File: config.mk
export PLATFORM = sky130hd
export DESIGN_NAME = ledf_fault_alert
export DESIGN_NICKNAME = d
export VERILOG_FILES = /design/src/ledf_channel.v /design/src/ledf_fault_alert.v
export VERILOG_INCLUDE_DIRS = /design/src /design/src/src
export SDC_FILE = /design/constraint.sdc
export NUM_CORES = 1
export LEC_CHECK = 0
export ABC_AREA = 1
export BUFFER_PORTS_ARGS = -buffer_cell sky130_fd_sc_hd__buf_2
export CORE_MARGIN = 3
export CORE_UTILIZATION = 60
export CTS_CLUSTER_SIZE = 30
export DETAILED_ROUTE_END_ITERATION = 10
export GPL_TIMING_DRIVEN = 1
export PLACE_DENSITY = 0.89
export SETUP_SLACK_MARGIN = 0.1
export SLEW_MARGIN = 20
export SYNTH_ARGS = -nofsm -noshare
export SYNTH_HDL_FRONTEND = slang
export SYNTH_SLANG_ARGS = --single-unit
File: constraint.sdc
create_clock -name ref_clk -period 5 [get_ports ref_clk]
set_clock_uncertainty 0.15 [all_clocks]
set_input_delay 0 -clock ref_clk [delete_from_list [all_inputs] [get_ports ref_clk]]
set_output_delay 0 -clock ref_clk [all_outputs]
set_load 0.02 [all_outputs]
File: src/ledf_defs.vh
// Shared constants for the LED driver fault and alert logic.
`ifndef LEDF_DEFS_VH
`define LEDF_DEFS_VH

// =============================================================
// Status bit positions inside one channel nibble.
// =============================================================
`define LEDF_STS_OV      0
`define LEDF_STS_OPEN    1
`define LEDF_STS_SHORT   2
`define LEDF_STS_OC      3
// Bit offset of the second channel's nibble in the status byte.
`define LEDF_CH2_BASE    4
// Reset value of every status flag.
`define LEDF_STS_RESET   4'h0

// =============================================================
// Positions of the raw per-channel inputs in the sampled vector.
// =============================================================
`define LEDF_IN_PWM      0
`define LEDF_IN_OVER     1
`define LEDF_IN_FBREG    2
`define LEDF_IN_SENSELOW 3
`define LEDF_IN_SHORT    4
`define LEDF_IN_OC       5
`define LEDF_IN_WIDTH    6

// =============================================================
// Address formation.
// =============================================================
`define LEDF_ADDR_PREFIX 3'h6
`define LEDF_TRIT_LOW    2'h0
`define LEDF_TRIT_HIGH   2'h1
`define LEDF_TRIT_FLOAT  2'h2

// =============================================================
// Timing.
// =============================================================
// Reference clock rate in MHz.
`define LEDF_REF_MHZ     250
// Nominal switching frequency in kHz.
`define LEDF_SW_KHZ      1000
// Reference cycles per half switching period.
`define LEDF_SW_HALF_CYC ((`LEDF_REF_MHZ * 1000) / (2 * `LEDF_SW_KHZ))
// Switching periods of short-load blanking after a channel starts.
`define LEDF_BLANK_TICKS 4'h8
// Cycles to wait after reset before the address straps are caught.
`define LEDF_STRAP_WAIT  2'h3

`endif

File: src/ledf_channel.v
// One LED channel: input sampling, fault flags, gate drive and threshold scaling.
`timescale 1ns/1ns
`default_nettype none
`include "ledf_defs.vh"

module ledf_channel (
   input  wire       ref_clk,
   input  wire       reset,
   input  wire [5:0] rawIn,
   input  wire       runEnable,
   input  wire       chipFault,
   input  wire       statusRead,
   input  wire       startTick,
   input  wire [7:0] dimCode,
   input  wire [7:0] thrCtrl,
   output wire [3:0] statusNibble,
   output wire       condAny,
   output wire       pwmRise,
   output wire       switchEnable,
   output wire       lowQuiescent,
   output wire       disconnectGate,
   output wire [7:0] senseThreshold
);

   // =============================================================
   // Input synchroniser.
   // =============================================================
   reg  [5:0] syncAQ;        // First stage, read only by the second stage.
   reg  [5:0] syncBQ;        // Second stage, safe for logic.
   reg        pwmLastQ;      // Previous sampled dimming level.
   reg  [3:0] flagQ;         // Latched fault flags.
   reg  [3:0] blankCntQ;     // Blanking period counter.
   reg        startedQ;      // Channel has passed start-up blanking.
   reg        switchEnQ;     // Power switching allowed.
   reg        gateQ;         // Disconnect gate level, high means off.
   reg        lowQuiescentQ; // Sense bias currents reduced.
   reg  [7:0] thrQ;          // Scaled current-sense threshold.
   wire       pwmLvl;
   wire [3:0] condNow;
   wire       faultOff;
   wire [8:0] dimPlus;
   wire [16:0] prod;

   // Two flip-flops for every asynchronous comparator and pin input.
   always @(posedge ref_clk) begin
      if (reset) begin
         syncAQ   <= 6'h00;
         syncBQ   <= 6'h00;
         pwmLastQ <= 1'b0;
      end else begin
         syncAQ   <= rawIn;
         syncBQ   <= syncAQ;
         pwmLastQ <= syncBQ[`LEDF_IN_PWM];
      end
   end

   assign pwmLvl  = syncBQ[`LEDF_IN_PWM];
   assign pwmRise = pwmLvl & ~pwmLastQ;

   // =============================================================
   // Fault conditions and flags.
   // =============================================================
   assign condNow[`LEDF_STS_OV]    = syncBQ[`LEDF_IN_OVER];
   assign condNow[`LEDF_STS_OPEN]  = syncBQ[`LEDF_IN_FBREG] & syncBQ[`LEDF_IN_SENSELOW];
   assign condNow[`LEDF_STS_SHORT] = syncBQ[`LEDF_IN_SHORT] & startedQ;
   assign condNow[`LEDF_STS_OC]    = syncBQ[`LEDF_IN_OC];
   assign condAny  = |condNow;
   // Overvoltage and short both stop switching and open the load switch.
   assign faultOff = condNow[`LEDF_STS_OV] | condNow[`LEDF_STS_SHORT]
                   | flagQ[`LEDF_STS_OV] | flagQ[`LEDF_STS_SHORT];

   // A flag sets on its condition and clears on a status read only once the
   // condition is gone; a condition present in the read cycle wins.
   always @(posedge ref_clk) begin
      if (reset) begin
         flagQ <= `LEDF_STS_RESET;
      end else begin
         flagQ <= condNow | (flagQ & ~{4{statusRead}});
      end
   end

   // Blanking hides short detection for a few switching periods after start.
   always @(posedge ref_clk) begin
      if (reset) begin
         blankCntQ <= 4'h0;
         startedQ  <= 1'b0;
      end else if (!startedQ) begin
         if (!switchEnQ) begin
            blankCntQ <= 4'h0;
         end else if (startTick) begin
            blankCntQ <= blankCntQ + 4'h1;
            if (blankCntQ == `LEDF_BLANK_TICKS - 4'h1) begin
               startedQ <= 1'b1;
            end
         end
      end
   end

   // =============================================================
   // Switching enable, gate drive and quiescent control.
   // =============================================================
   // The gate is the inverse of the dimming input, forced off when not running, on a chip fault, an overvoltage or a short.
   always @(posedge ref_clk) begin
      if (reset) begin
         switchEnQ     <= 1'b0;
         gateQ         <= 1'b1;
         lowQuiescentQ <= 1'b1;
      end else begin
         switchEnQ     <= runEnable & pwmLvl & ~chipFault & ~faultOff;
         gateQ         <= ~pwmLvl | ~runEnable | chipFault | faultOff;
         lowQuiescentQ <= ~pwmLvl;
      end
   end

   // =============================================================
   // Threshold scaling by (code + 1) / 256.
   // =============================================================
   assign dimPlus = {1'b0, dimCode} + 9'h001;
   assign prod    = {9'h0, thrCtrl} * {8'h0, dimPlus};

   // The product is at most 255 * 256, so bits 15 to 8 hold the result.
   always @(posedge ref_clk) begin
      if (reset) begin
         thrQ <= 8'h00;
      end else begin
         thrQ <= prod[15:8];
      end
   end

   assign statusNibble   = flagQ;
   assign switchEnable   = switchEnQ;
   assign lowQuiescent   = lowQuiescentQ;
   assign disconnectGate = gateQ;
   assign senseThreshold = thrQ;

endmodule
`default_nettype wire

File: src/ledf_fault_alert.v
// Top of the LED driver fault, alert, address and sync-pin logic.
`timescale 1ns/1ns
`default_nettype none
`include "ledf_defs.vh"

// Behaviour
// - Alert asserts on any of six faults.
// - Alert holds until all faults gone and released.
// - Low dimming input stops switching, gate off.
// - Gate drive is inverse of dimming input.
// - Voltage loop with low sense sets open-load.
// - Feedback overvoltage stops channel, flags, gate off.
// - Feedback short stops channel, flags, gate off.
// - Clock-out enable drives switching clock on sync.
// - Address pins decode as low, high, float.
// - Data line only pulled low or released.
// - Per-channel code scales threshold by (code+1)/256.
// - Open-load flags at status bits 1, 5.
// - Short-load flags at status bits 2, 6.
// - Idle after reset until dimming command arrives, or dimming input rises outside bus mode.
// - Target address is 110 plus four pin bits.
module ledf_fault_alert (
   input  wire       ref_clk,
   input  wire       reset,
   input  wire       ch1DimPwmIn,
   input  wire       ch1FbOverIn,
   input  wire       ch1FbRegulatingIn,
   input  wire       ch1SenseLowIn,
   input  wire       ch1FbShortIn,
   input  wire       ch1OverCurrentIn,
   input  wire       ch2DimPwmIn,
   input  wire       ch2FbOverIn,
   input  wire       ch2FbRegulatingIn,
   input  wire       ch2SenseLowIn,
   input  wire       ch2FbShortIn,
   input  wire       ch2OverCurrentIn,
   input  wire       supplyUvIn,
   input  wire       thermalShdnIn,
   input  wire       addrSelectAHigh,
   input  wire       addrSelectALow,
   input  wire       addrSelectBHigh,
   input  wire       addrSelectBLow,
   input  wire       syncClockPinIn,
   output wire       syncClockPinOut,
   output wire       syncClockPinOeN,
   input  wire       clockOutEnable,
   input  wire       readActive,
   input  wire       readBit,
   output wire       sdaOut,
   output wire       sdaOeN,
   input  wire       pwmCommandStrobe,
   input  wire       statusRead,
   input  wire [7:0] ch1AnalogDimCode,
   input  wire [7:0] ch2AnalogDimCode,
   input  wire [7:0] ch1ThresholdCtrl,
   input  wire [7:0] ch2ThresholdCtrl,
   output wire       ch1DisconnectGate,
   output wire       ch2DisconnectGate,
   output wire       ch1SwitchEnable,
   output wire       ch2SwitchEnable,
   output wire       ch1LowQuiescent,
   output wire       ch2LowQuiescent,
   output wire [7:0] ch1SenseThreshold,
   output wire [7:0] ch2SenseThreshold,
   output wire [7:0] statusFlags,
   output wire       supplyUvFlag,
   output wire       thermalFlag,
   output wire       alertOut,
   output wire       alertOeN,
   output wire [6:0] targetAddr,
   output wire       i2cMode,
   output wire       running
);

   // =============================================================
   // Declarations.
   // =============================================================
   reg  [6:0]  chipSyncAQ;     // First synchroniser stage of chip inputs.
   reg  [6:0]  chipSyncBQ;     // Second synchroniser stage of chip inputs.
   reg         syncLastQ;      // Previous sync pin level for edge finding.
   reg  [1:0]  strapWaitQ;     // Wait after reset before catching straps.
   reg         strapValidQ;    // Straps have been caught.
   reg  [3:0]  addrLowQ;       // Four address bits from the pins.
   reg         i2cModeQ;       // Any address pin not grounded.
   reg         runQ;           // Operation started.
   reg  [1:0]  chipFlagQ;      // Latched undervoltage and thermal flags.
   reg         alertOeNQ;      // Alert enable, low while pulling down.
   reg         sdaOeNQ;        // Data line enable, low while pulling down.
   reg  [7:0]  divCntQ;        // Oscillator half-period counter.
   reg         swClkQ;         // Internal switching clock.
   reg         tickQ;          // One-cycle pulse at each rising clock edge.
   reg         pinOutQ;        // Registered sync pin drive level.
   reg         pinOeNQ;        // Registered sync pin enable.
   wire [1:0]  tritA;
   wire [1:0]  tritB;
   wire [3:0]  tritSum;
   wire [1:0]  chipCond;
   wire        syncRise;
   wire        chipFault;
   wire [11:0] chRaw;
   wire [7:0]  chStatus;
   wire [1:0]  chCond;
   wire [1:0]  chRise;
   wire [1:0]  chSwEn;
   wire [1:0]  chLowQ;
   wire [1:0]  chGate;
   wire [15:0] chThr;
   wire [15:0] chDim;
   wire [15:0] chCtrl;

   // =============================================================
   // Chip input synchroniser: faults, address comparators, sync pin.
   // =============================================================
   always @(posedge ref_clk) begin
      if (reset) begin
         chipSyncAQ <= 7'h00;
         chipSyncBQ <= 7'h00;
         syncLastQ  <= 1'b0;
      end else begin
         chipSyncAQ <= {syncClockPinIn, addrSelectBLow, addrSelectBHigh,
                        addrSelectALow, addrSelectAHigh, thermalShdnIn, supplyUvIn};
         chipSyncBQ <= chipSyncAQ;
         syncLastQ  <= chipSyncBQ[6];
      end
   end

   assign chipCond = chipSyncBQ[1:0];
   assign syncRise = chipSyncBQ[6] & ~syncLastQ;

   // =============================================================
   // Address straps and operating mode.
   // =============================================================
   // A pin reading neither high nor low is floating.
   assign tritA = chipSyncBQ[2] ? `LEDF_TRIT_HIGH :
                  chipSyncBQ[3] ? `LEDF_TRIT_LOW : `LEDF_TRIT_FLOAT;
   assign tritB = chipSyncBQ[4] ? `LEDF_TRIT_HIGH :
                  chipSyncBQ[5] ? `LEDF_TRIT_LOW : `LEDF_TRIT_FLOAT;
   // Nine pin combinations map onto the values 0 to 8.
   assign tritSum = {1'b0, tritA, 1'b0} + {2'b00, tritA} + {2'b00, tritB};

   // Straps are caught once, a few cycles after reset release.
   always @(posedge ref_clk) begin
      if (reset) begin
         strapWaitQ  <= 2'h0;
         strapValidQ <= 1'b0;
         addrLowQ    <= 4'h0;
         i2cModeQ    <= 1'b0;
      end else if (!strapValidQ) begin
         if (strapWaitQ == `LEDF_STRAP_WAIT) begin
            strapValidQ <= 1'b1;
            addrLowQ    <= tritSum;
            i2cModeQ    <= (tritA != `LEDF_TRIT_LOW) | (tritB != `LEDF_TRIT_LOW);
         end else begin
            strapWaitQ <= strapWaitQ + 2'h1;
         end
      end
   end

   // In bus mode only a dimming command starts operation; otherwise a rising
   // dimming input does.
   always @(posedge ref_clk) begin
      if (reset) begin
         runQ <= 1'b0;
      end else if (strapValidQ && !runQ) begin
         runQ <= i2cModeQ ? pwmCommandStrobe : (|chRise);
      end
   end

   // =============================================================
   // Switching oscillator and sync pin.
   // =============================================================
   // An external sync edge starts a new period when the pin is an input.
   always @(posedge ref_clk) begin
      if (reset) begin
         divCntQ <= 8'h00;
         swClkQ  <= 1'b0;
         tickQ   <= 1'b0;
      end else if (!clockOutEnable && syncRise) begin
         divCntQ <= 8'h00;
         swClkQ  <= 1'b1;
         tickQ   <= 1'b1;
      end else if (divCntQ == `LEDF_SW_HALF_CYC - 1) begin
         divCntQ <= 8'h00;
         swClkQ  <= ~swClkQ;
         tickQ   <= ~swClkQ;
      end else begin
         divCntQ <= divCntQ + 8'h01;
         tickQ   <= 1'b0;
      end
   end

   // The pin carries the clock out only while the enable is set.
   always @(posedge ref_clk) begin
      if (reset) begin
         pinOutQ <= 1'b0;
         pinOeNQ <= 1'b1;
      end else begin
         pinOutQ <= swClkQ;
         pinOeNQ <= ~clockOutEnable;
      end
   end

   // =============================================================
   // Channels.
   // =============================================================
   assign chRaw  = {ch2OverCurrentIn, ch2FbShortIn, ch2SenseLowIn, ch2FbRegulatingIn,
                    ch2FbOverIn, ch2DimPwmIn,
                    ch1OverCurrentIn, ch1FbShortIn, ch1SenseLowIn, ch1FbRegulatingIn,
                    ch1FbOverIn, ch1DimPwmIn};
   assign chDim  = {ch2AnalogDimCode, ch1AnalogDimCode};
   assign chCtrl = {ch2ThresholdCtrl, ch1ThresholdCtrl};
   assign chipFault = |chipCond | |chipFlagQ;

   genvar ch;
   generate
      for (ch = 0; ch < 2; ch = ch + 1) begin : gChan
         ledf_channel uChan (
            .ref_clk        (ref_clk),
            .reset          (reset),
            .rawIn          (chRaw[ch*6 +: 6]),
            .runEnable      (runQ),
            .chipFault      (chipFault),
            .statusRead     (statusRead),
            .startTick      (tickQ),
            .dimCode        (chDim[ch*8 +: 8]),
            .thrCtrl        (chCtrl[ch*8 +: 8]),
            .statusNibble   (chStatus[ch*4 +: 4]),
            .condAny        (chCond[ch]),
            .pwmRise        (chRise[ch]),
            .switchEnable   (chSwEn[ch]),
            .lowQuiescent   (chLowQ[ch]),
            .disconnectGate (chGate[ch]),
            .senseThreshold (chThr[ch*8 +: 8])
         );
      end
   endgenerate

   // =============================================================
   // Chip flags, alert and data line.
   // =============================================================
   // Chip flags latch like channel flags: read clears only once gone.
   always @(posedge ref_clk) begin
      if (reset) begin
         chipFlagQ <= 2'h0;
      end else begin
         chipFlagQ <= chipCond | (chipFlagQ & ~{2{statusRead}});
      end
   end

   // The alert pulls low while any condition or latched flag remains.
   always @(posedge ref_clk) begin
      if (reset) begin
         alertOeNQ <= 1'b1;
      end else begin
         alertOeNQ <= ~(|chCond | |chStatus | chipFault);
      end
   end

   // Read data is only ever pulled low; a one releases the line.
   always @(posedge ref_clk) begin
      if (reset) begin
         sdaOeNQ <= 1'b1;
      end else begin
         sdaOeNQ <= ~(readActive & ~readBit);
      end
   end

   assign statusFlags       = chStatus;
   assign supplyUvFlag      = chipFlagQ[0];
   assign thermalFlag       = chipFlagQ[1];
   assign alertOut          = 1'b0;
   assign alertOeN          = alertOeNQ;
   assign sdaOut            = 1'b0;
   assign sdaOeN            = sdaOeNQ;
   assign syncClockPinOut   = pinOutQ;
   assign syncClockPinOeN   = pinOeNQ;
   assign targetAddr        = {`LEDF_ADDR_PREFIX, addrLowQ};
   assign i2cMode           = i2cModeQ;
   assign running           = runQ;
   assign ch1DisconnectGate = chGate[0];
   assign ch2DisconnectGate = chGate[1];
   assign ch1SwitchEnable   = chSwEn[0];
   assign ch2SwitchEnable   = chSwEn[1];
   assign ch1LowQuiescent   = chLowQ[0];
   assign ch2LowQuiescent   = chLowQ[1];
   assign ch1SenseThreshold = chThr[7:0];
   assign ch2SenseThreshold = chThr[15:8];

endmodule
`default_nettype wire

== Yosys cells after proc, flatten, opt, wreduce, memory -nomap -nowiden ==
Index checks and enable logic that the tools add are counted.

* Reduce and logical (&&, ||, !) cells: 17
* Equal/unequal tests: 6
* Muxes and demuxes: 23
* Multipliers: 2
* Bitwise operators: 56
* Add/sub/neg operators: 8

{| class="wikitable"
|+ Operators by type and width
! kind !! number
|-
| 8-bit by 9-bit multiplier with 16-bit output || 2
|-
| 8-bit by 1-bit adder with 9-bit output, second input constant || 2
|-
| 1-bit inverter || 18
|-
| 4-bit 2-to-1 mux || 4
|-
| 1-bit bitwise OR || 16
|-
| 8-bit OR reduction || 2
|-
| 1-bit 2-to-1 mux || 15
|-
| 1-bit bitwise AND || 14
|-
| 4-bit by 1-bit adder with 4-bit output, second input constant || 2
|-
| 8-bit by 1-bit adder with 8-bit output, second input constant || 1
|-
| 4-bit bitwise AND || 2
|-
| 4-bit by 3-bit == test with 1-bit output, second input constant || 2
|-
| 8-bit by 7-bit == test with 1-bit output, second input constant || 1
|-
| 2-bit 2-to-1 mux || 4
|-
| 4-bit bitwise OR || 2
|-
| 2-bit AND reduction || 4
|-
| 2-bit nonzero test || 3
|-
| 2-bit OR reduction || 3
|-
| 3-bit by 2-bit adder with 4-bit output || 1
|-
| 4-bit by 2-bit adder with 4-bit output || 1
|-
| 2-bit inequality test, second input constant || 2
|-
| 4-bit inverter || 1
|-
| 3-bit OR reduction || 1
|-
| 2-bit by 1-bit adder with 2-bit output, second input constant || 1
|-
| 6 further kinds || 8
|}

* Logic and storage cells: 148
* Register bits: 106
* Input bits: 58
* Output and inout bits: 47

== Longest topological paths before layout ==
* Word-level depth: 6
* Gate-level depth with buffers: 24
* Mapped depth without buffers: 24

== By module ==
From an unflattened synthesis, not the netlist that was laid out.

* Cell total of the unflattened synthesis: 1133
* Area total of the unflattened synthesis: 8463.1 µm²

{| class="wikitable"
|+ By module, submodules not included
! module !! area each (µm²) !! cells each !! sequential area each (µm²) !! instances
|-
| ledf_channel at gChan[1].uChan || 3480.8 || 466 || 660.6 || 1
|-
| ledf_channel at gChan[0].uChan || 3422.0 || 471 || 660.6 || 1
|-
| ledf_fault_alert || 1560.2 || 196 || 800.8 || 1
|}

== Least setup slack after synthesis ==
Ideal clock, no wire load.

* Path type: in2reg
* From: input ch2AnalogDimCode[0]
* To: register gChan[1].uChan.thrQ[4]
* Library setup time: 0.118 ns
* Required time: 4.732 ns
* Setup slack: 0.783 ns
* Arrival time: 3.949 ns
* Buffers on the path: 0
* Cell stages on the path: 19
* Cells stage by stage: ha_1 > nand2_2 > nor4_2 > xor2_2 > nor2_1 > fa_1 > fa_1 > fa_1 > inv_1 > fa_1 > inv_1 > ha_1 > nand2_1 > nor2_1 > nand4_1 > nor2_1 > nor2_1 > o21ai_0 > nor2_1

* Cells in the longest elaborated chain, start to end: 2

{| class="wikitable"
|+ Ends and longest elaborated chain
! what !! RTL line !! RTL
|-
| start, declared || ledf_fault_alert.v:54 || <nowiki>input wire [7:0] ch2AnalogDimCode,</nowiki>
|-
| 8-bit by 1-bit adder with 9-bit output || ledf_channel.v:118 || <nowiki>assign dimPlus = {1'b0, dimCode} + 9'h001;</nowiki>
|-
| 8-bit by 9-bit multiplier with 16-bit output || ledf_channel.v:119 || <nowiki>assign prod = {9'h0, thrCtrl} * {8'h0, dimPlus};</nowiki>
|-
| end signal, assigned || ledf_channel.v:126 || <nowiki>thrQ <= prod[15:8];</nowiki>
|-
| end, declared || ledf_channel.v:37 || <nowiki>reg [7:0] thrQ;</nowiki>
|}

No other way between the ends.
A chain may end at the register's enable or synchronous reset.

== Worst setup path after layout ==
* From: input ch1AnalogDimCode[0]
* To: register gChan[0].uChan.thrQ[4]

* Cells in the longest elaborated chain, start to end: 2

{| class="wikitable"
|+ Ends and longest elaborated chain
! what !! RTL line !! RTL
|-
| start, declared || ledf_fault_alert.v:53 || <nowiki>input wire [7:0] ch1AnalogDimCode,</nowiki>
|-
| 8-bit by 1-bit adder with 9-bit output || ledf_channel.v:118 ||
|-
| 8-bit by 9-bit multiplier with 16-bit output || ledf_channel.v:119 ||
|-
| end signal, assigned || ledf_channel.v:126 ||
|-
| end, declared || ledf_channel.v:37 ||
|}

No other way between the ends.

==> qor.csv <==
stage,metric,value,unit
placed_design,GP Congestion,0.940,
clock_tree,Inserted Clock Buffers,9,
final_layout,share of cells above drive strength 1,0.112,
sta,RSZ-0062 raised after global routing,no,
sta,Final setup violation count,0,
routing,Routed Antenna Nets,0,
clock_tree,setup repair bufs after CTS,0,
placed_design,HPWL Detailed,14200,µm
synth,Yosys top cell by area,dfxtp_1,
outcome,status,completed,
routing,first-pass detailed-route iteration total,6,
sta,worst-margin pin slew,0.865,ns
final_layout,final non-filler cell total,1424,
synth,"top cells by area, synth","dfxtp_1 (26%), fa_1 (20%), inv_1 (12%), ha_1 (11%), nor2_1 (9.6%)",
min_path,worst hold start,reset,
clock_tree,CTS tree,done,
critical_path,RR Endpoint,divCntQ[4],
final_layout,"commonest non-fill, non-tap cells in the layout","inv_1 (255), nor2_1 (211), nand2_1 (180), dfxtp_1 (106), buf_2 (99)",
critical_path,r2r setup slk,3.26,ns
critical_path,crit-path cells,buf_2 > ha_1 > nand2_1 > nor2_1 > inv_1 > o21ai_0 > nand2_2 > inv_1 > nand2_1 > fa_1 > inv_1 > fa_1 > fa_1 > inv_1 > fa_1 > inv_1 > ha_1 > nand2_1 > nor2_1 > inv_1 > nor3_2 > nor2_1 > nor2_1 > nor2_1,
clock_tree,clk buf depth,2,
critical_path,CP peak stage delay,0.56,ns
clock_tree,clock sinks,106,
sta,Tmin final,4.53,ns
floorplan,io pins,105,
global_route,vias in the first global route,7658,
final_layout,Layout area overhead,14.9,%
critical_path,Setup Crit Path Kind,primary input to flop,
synth,Syn Std Cell Area,0.00828,mm²
routing,via count,7512,
global_route,global-route wire length before repair,34500,µm
synth,area share of the largest cell type after synthesis,0.256,
final_layout,layout net count,1455,
clock_tree,root buf cell,clkbuf_16,
synth,"Seq/Total Area, Yosys",0.256,
flow_run,Max-Cap Viols,0,
clock_tree,clock slew at reported path FFs,0.08,ns
final_layout,"most common cell after layout, fill and taps aside",inv_1,
routing,Routed WL per cell,14.3,µm
synth,Synthesis Warnings,0,
global_route,GRT Residual Overflow,0,
critical_path,CP max-delay cell,fa_1,
pwr,maximum vdd drop,0.353,mV
floorplan,num rows,42,
critical_path,"Req. time, crit path",5.09,ns
min_path,worst hold path type,primary input to flop,
sta,Slew Limit Fails,0,
floorplan,DIE AREA,0.0152,mm²
routing,DRC violations left,0,
pwr,pwr/cell area,382,mW/mm²
sta,f_max,221,MHz
routing,vias per inst,5.28,
critical_path,crit-path max FO,8,
routing,DRT iter0 DRCs,601,
global_route,largest net degree at the start of global routing,62,
final_layout,FF+latch area,0.00212,mm²
final_layout,footprint of the multi-input gates,0.00512,mm²
final_layout,# fillers,961,
floorplan,Starting Density,0.620,
floorplan,Die Wd,123,µm
pwr,P_leak,5.07,nW
global_route,initial antenna violation count,0,
critical_path,crit-path most repeated cell,inv_1,
min_path,"Endpoint, Worst Hold",gChan[1].uChan.statusNibble[3],
sta,setup_tns,0,ns
routing,Total Wirelength,20400,µm
sta,PnR worst setup slack,0.472,ns
final_layout,ANT cells,0,
critical_path,FF-to-FF Start,divCntQ[0],
synth,Yosys cell types,40,
synth,synthesized area per cell,7.41,µm²
pwr,total power draw,3.63,mW
global_route,Total Routing Usage GR,0.283,
placed_design,Buffers on Ports,99,
critical_path,r2r worst-path depth,6,
synth,Post-Syn Instances,1117,
sta,Fin Hold WS,0.0999,ns
critical_path,Startpoint Class,primary input,
floorplan,core area,0.0133,mm²
placed_design,DP Worst Slack,0.220,ns
critical_path,CP Capture Type,flop,
sta,final worst-path cycle share,0.906,
critical_path,crit path DAT,4.62,ns
placed_design,number of cells after detailed placement,1384,
synth,Seq cells post-synth,106,
sta,Slew HR,0.423,
clock_tree,clock latency on the worst-skew pair,0.35,ns
min_path,worst hold path depth,3,
sta,number of hold violations in the final report,0,
floorplan,die height,123,µm
clock_tree,CTS H-tree depth,3,
-- cell type report --
cell class                 count  area share
sequential                   106       0.223
multi-input combinational    740       0.539
tap                          176      0.0232
timing repair buffer         126      0.0797
clock inverter                 6     0.00737
inverter                     260       0.103
clock buffer                  10      0.0251
-- worst max-delay path by stage --
| stage | start | end | cells after the start |
|---|---|---|---|
| global route | ch1AnalogDimCode[0] | gChan[0].uChan.senseThreshold[4] | 25 |
| floorplan | ch2AnalogDimCode[0] | gChan[1].uChan.senseThreshold[4] | 19 |
| detailed placement | ch1AnalogDimCode[0] | gChan[0].uChan.senseThreshold[4] | 25 |
| global placement | ch1AnalogDimCode[0] | gChan[0].uChan.senseThreshold[4] | 25 |
| CTS | ch1AnalogDimCode[0] | gChan[0].uChan.senseThreshold[4] | 25 |
| finish | ch1AnalogDimCode[0] | gChan[0].uChan.senseThreshold[4] | 24 |
-- critical path, delay by kind of cell --
| family | cells | cell delay (ns) |
|---|---|---|
| AND/OR/NAND/NOR | 10 | 1.27 |
| adder cells (fa/ha/maj) | 6 | 2.61 |
| buffers and inverters | 7 | 0.57 |
| AO/OA/AOI/OAI | 1 | 0.18 |
-- per-layer routing --
layer  wire length, µm  GRT usage  up-vias
met5                 0          0        -
met3              1220     0.0435       72
met2             10600      0.516      309
met1              7860      0.334     3527
li1                  -          -     3604
met4               704      0.107        0
-- synth_stat cells, drive strengths merged --
master,count
nand3,33
a31oi,1
ha,73
clkinv,1
and3b,1
o21ai,31
o221ai,1
o21bai,3
a21boi,1
xnor2,3
conb,2
or2,6
a41oi,1
o21a,5
xor2,5
nand3b,3
clkbuf,2
fa,81
inv,259
nor3b,3
dfxtp,106
nor4,10
a21oi,61
buf,12
nor2,213
nand4,5
and2,1
nor3,8
nand2,186
-- state kept, by name, indices dropped and copies added, names as in the netlist, 4 cells and up --
signal	flops
chipSyncBQ	7
gChan.uChan.statusNibble	8
addrLowQ	4
gChan.uChan.senseThreshold	16
chipSyncAQ	7
gChan.uChan.syncBQ	12
gChan.uChan.syncAQ	12
divCntQ	8
gChan.uChan.blankCntQ	8
-- timing repair --
action,4_1_cts,5_1_grt
setup endpoints to repair,0,1
hold endpoints to repair,27,0
gates resized for setup,0,2
hold buffers,24,0
-- where the power goes --
part / internal, mW / total, mW / switching (mW)
Combinational: 0.690 / 1.94 / 1.25
Sequential: 0.936 / 0.982 / 0.0460
Clock: 0.368 / 0.708 / 0.340
Total: 1.99 / 3.63 / 1.64
-- kinds of logic (layout without fill, tap and decap cells) --
| group | after synthesis | in the layout | synth area share |
|---|---|---|---|
| simple gates | 469 | 469 | 0.232 |
| buf+inv | 274 | 402 | 0.127 |
| fa+ha+maj | 154 | 154 | 0.306 |
| flops | 106 | 106 | 0.256 |
| compound gates | 104 | 104 | 0.0671 |
| xor+xnor | 8 | 8 | 0.0103 |
| other cells | 2 | 5 | 0.000907 |
-- through the flow --
stage / cell area, µm² / utilization
finish: 9510 / 0.713
global placement: 8950 / 0.671
CTS: 9500 / 0.712
floorplan: 8290 / -
global route: 9510 / 0.713
detailed placement: 8950 / 0.671
(Power assumes the default switching activity.)
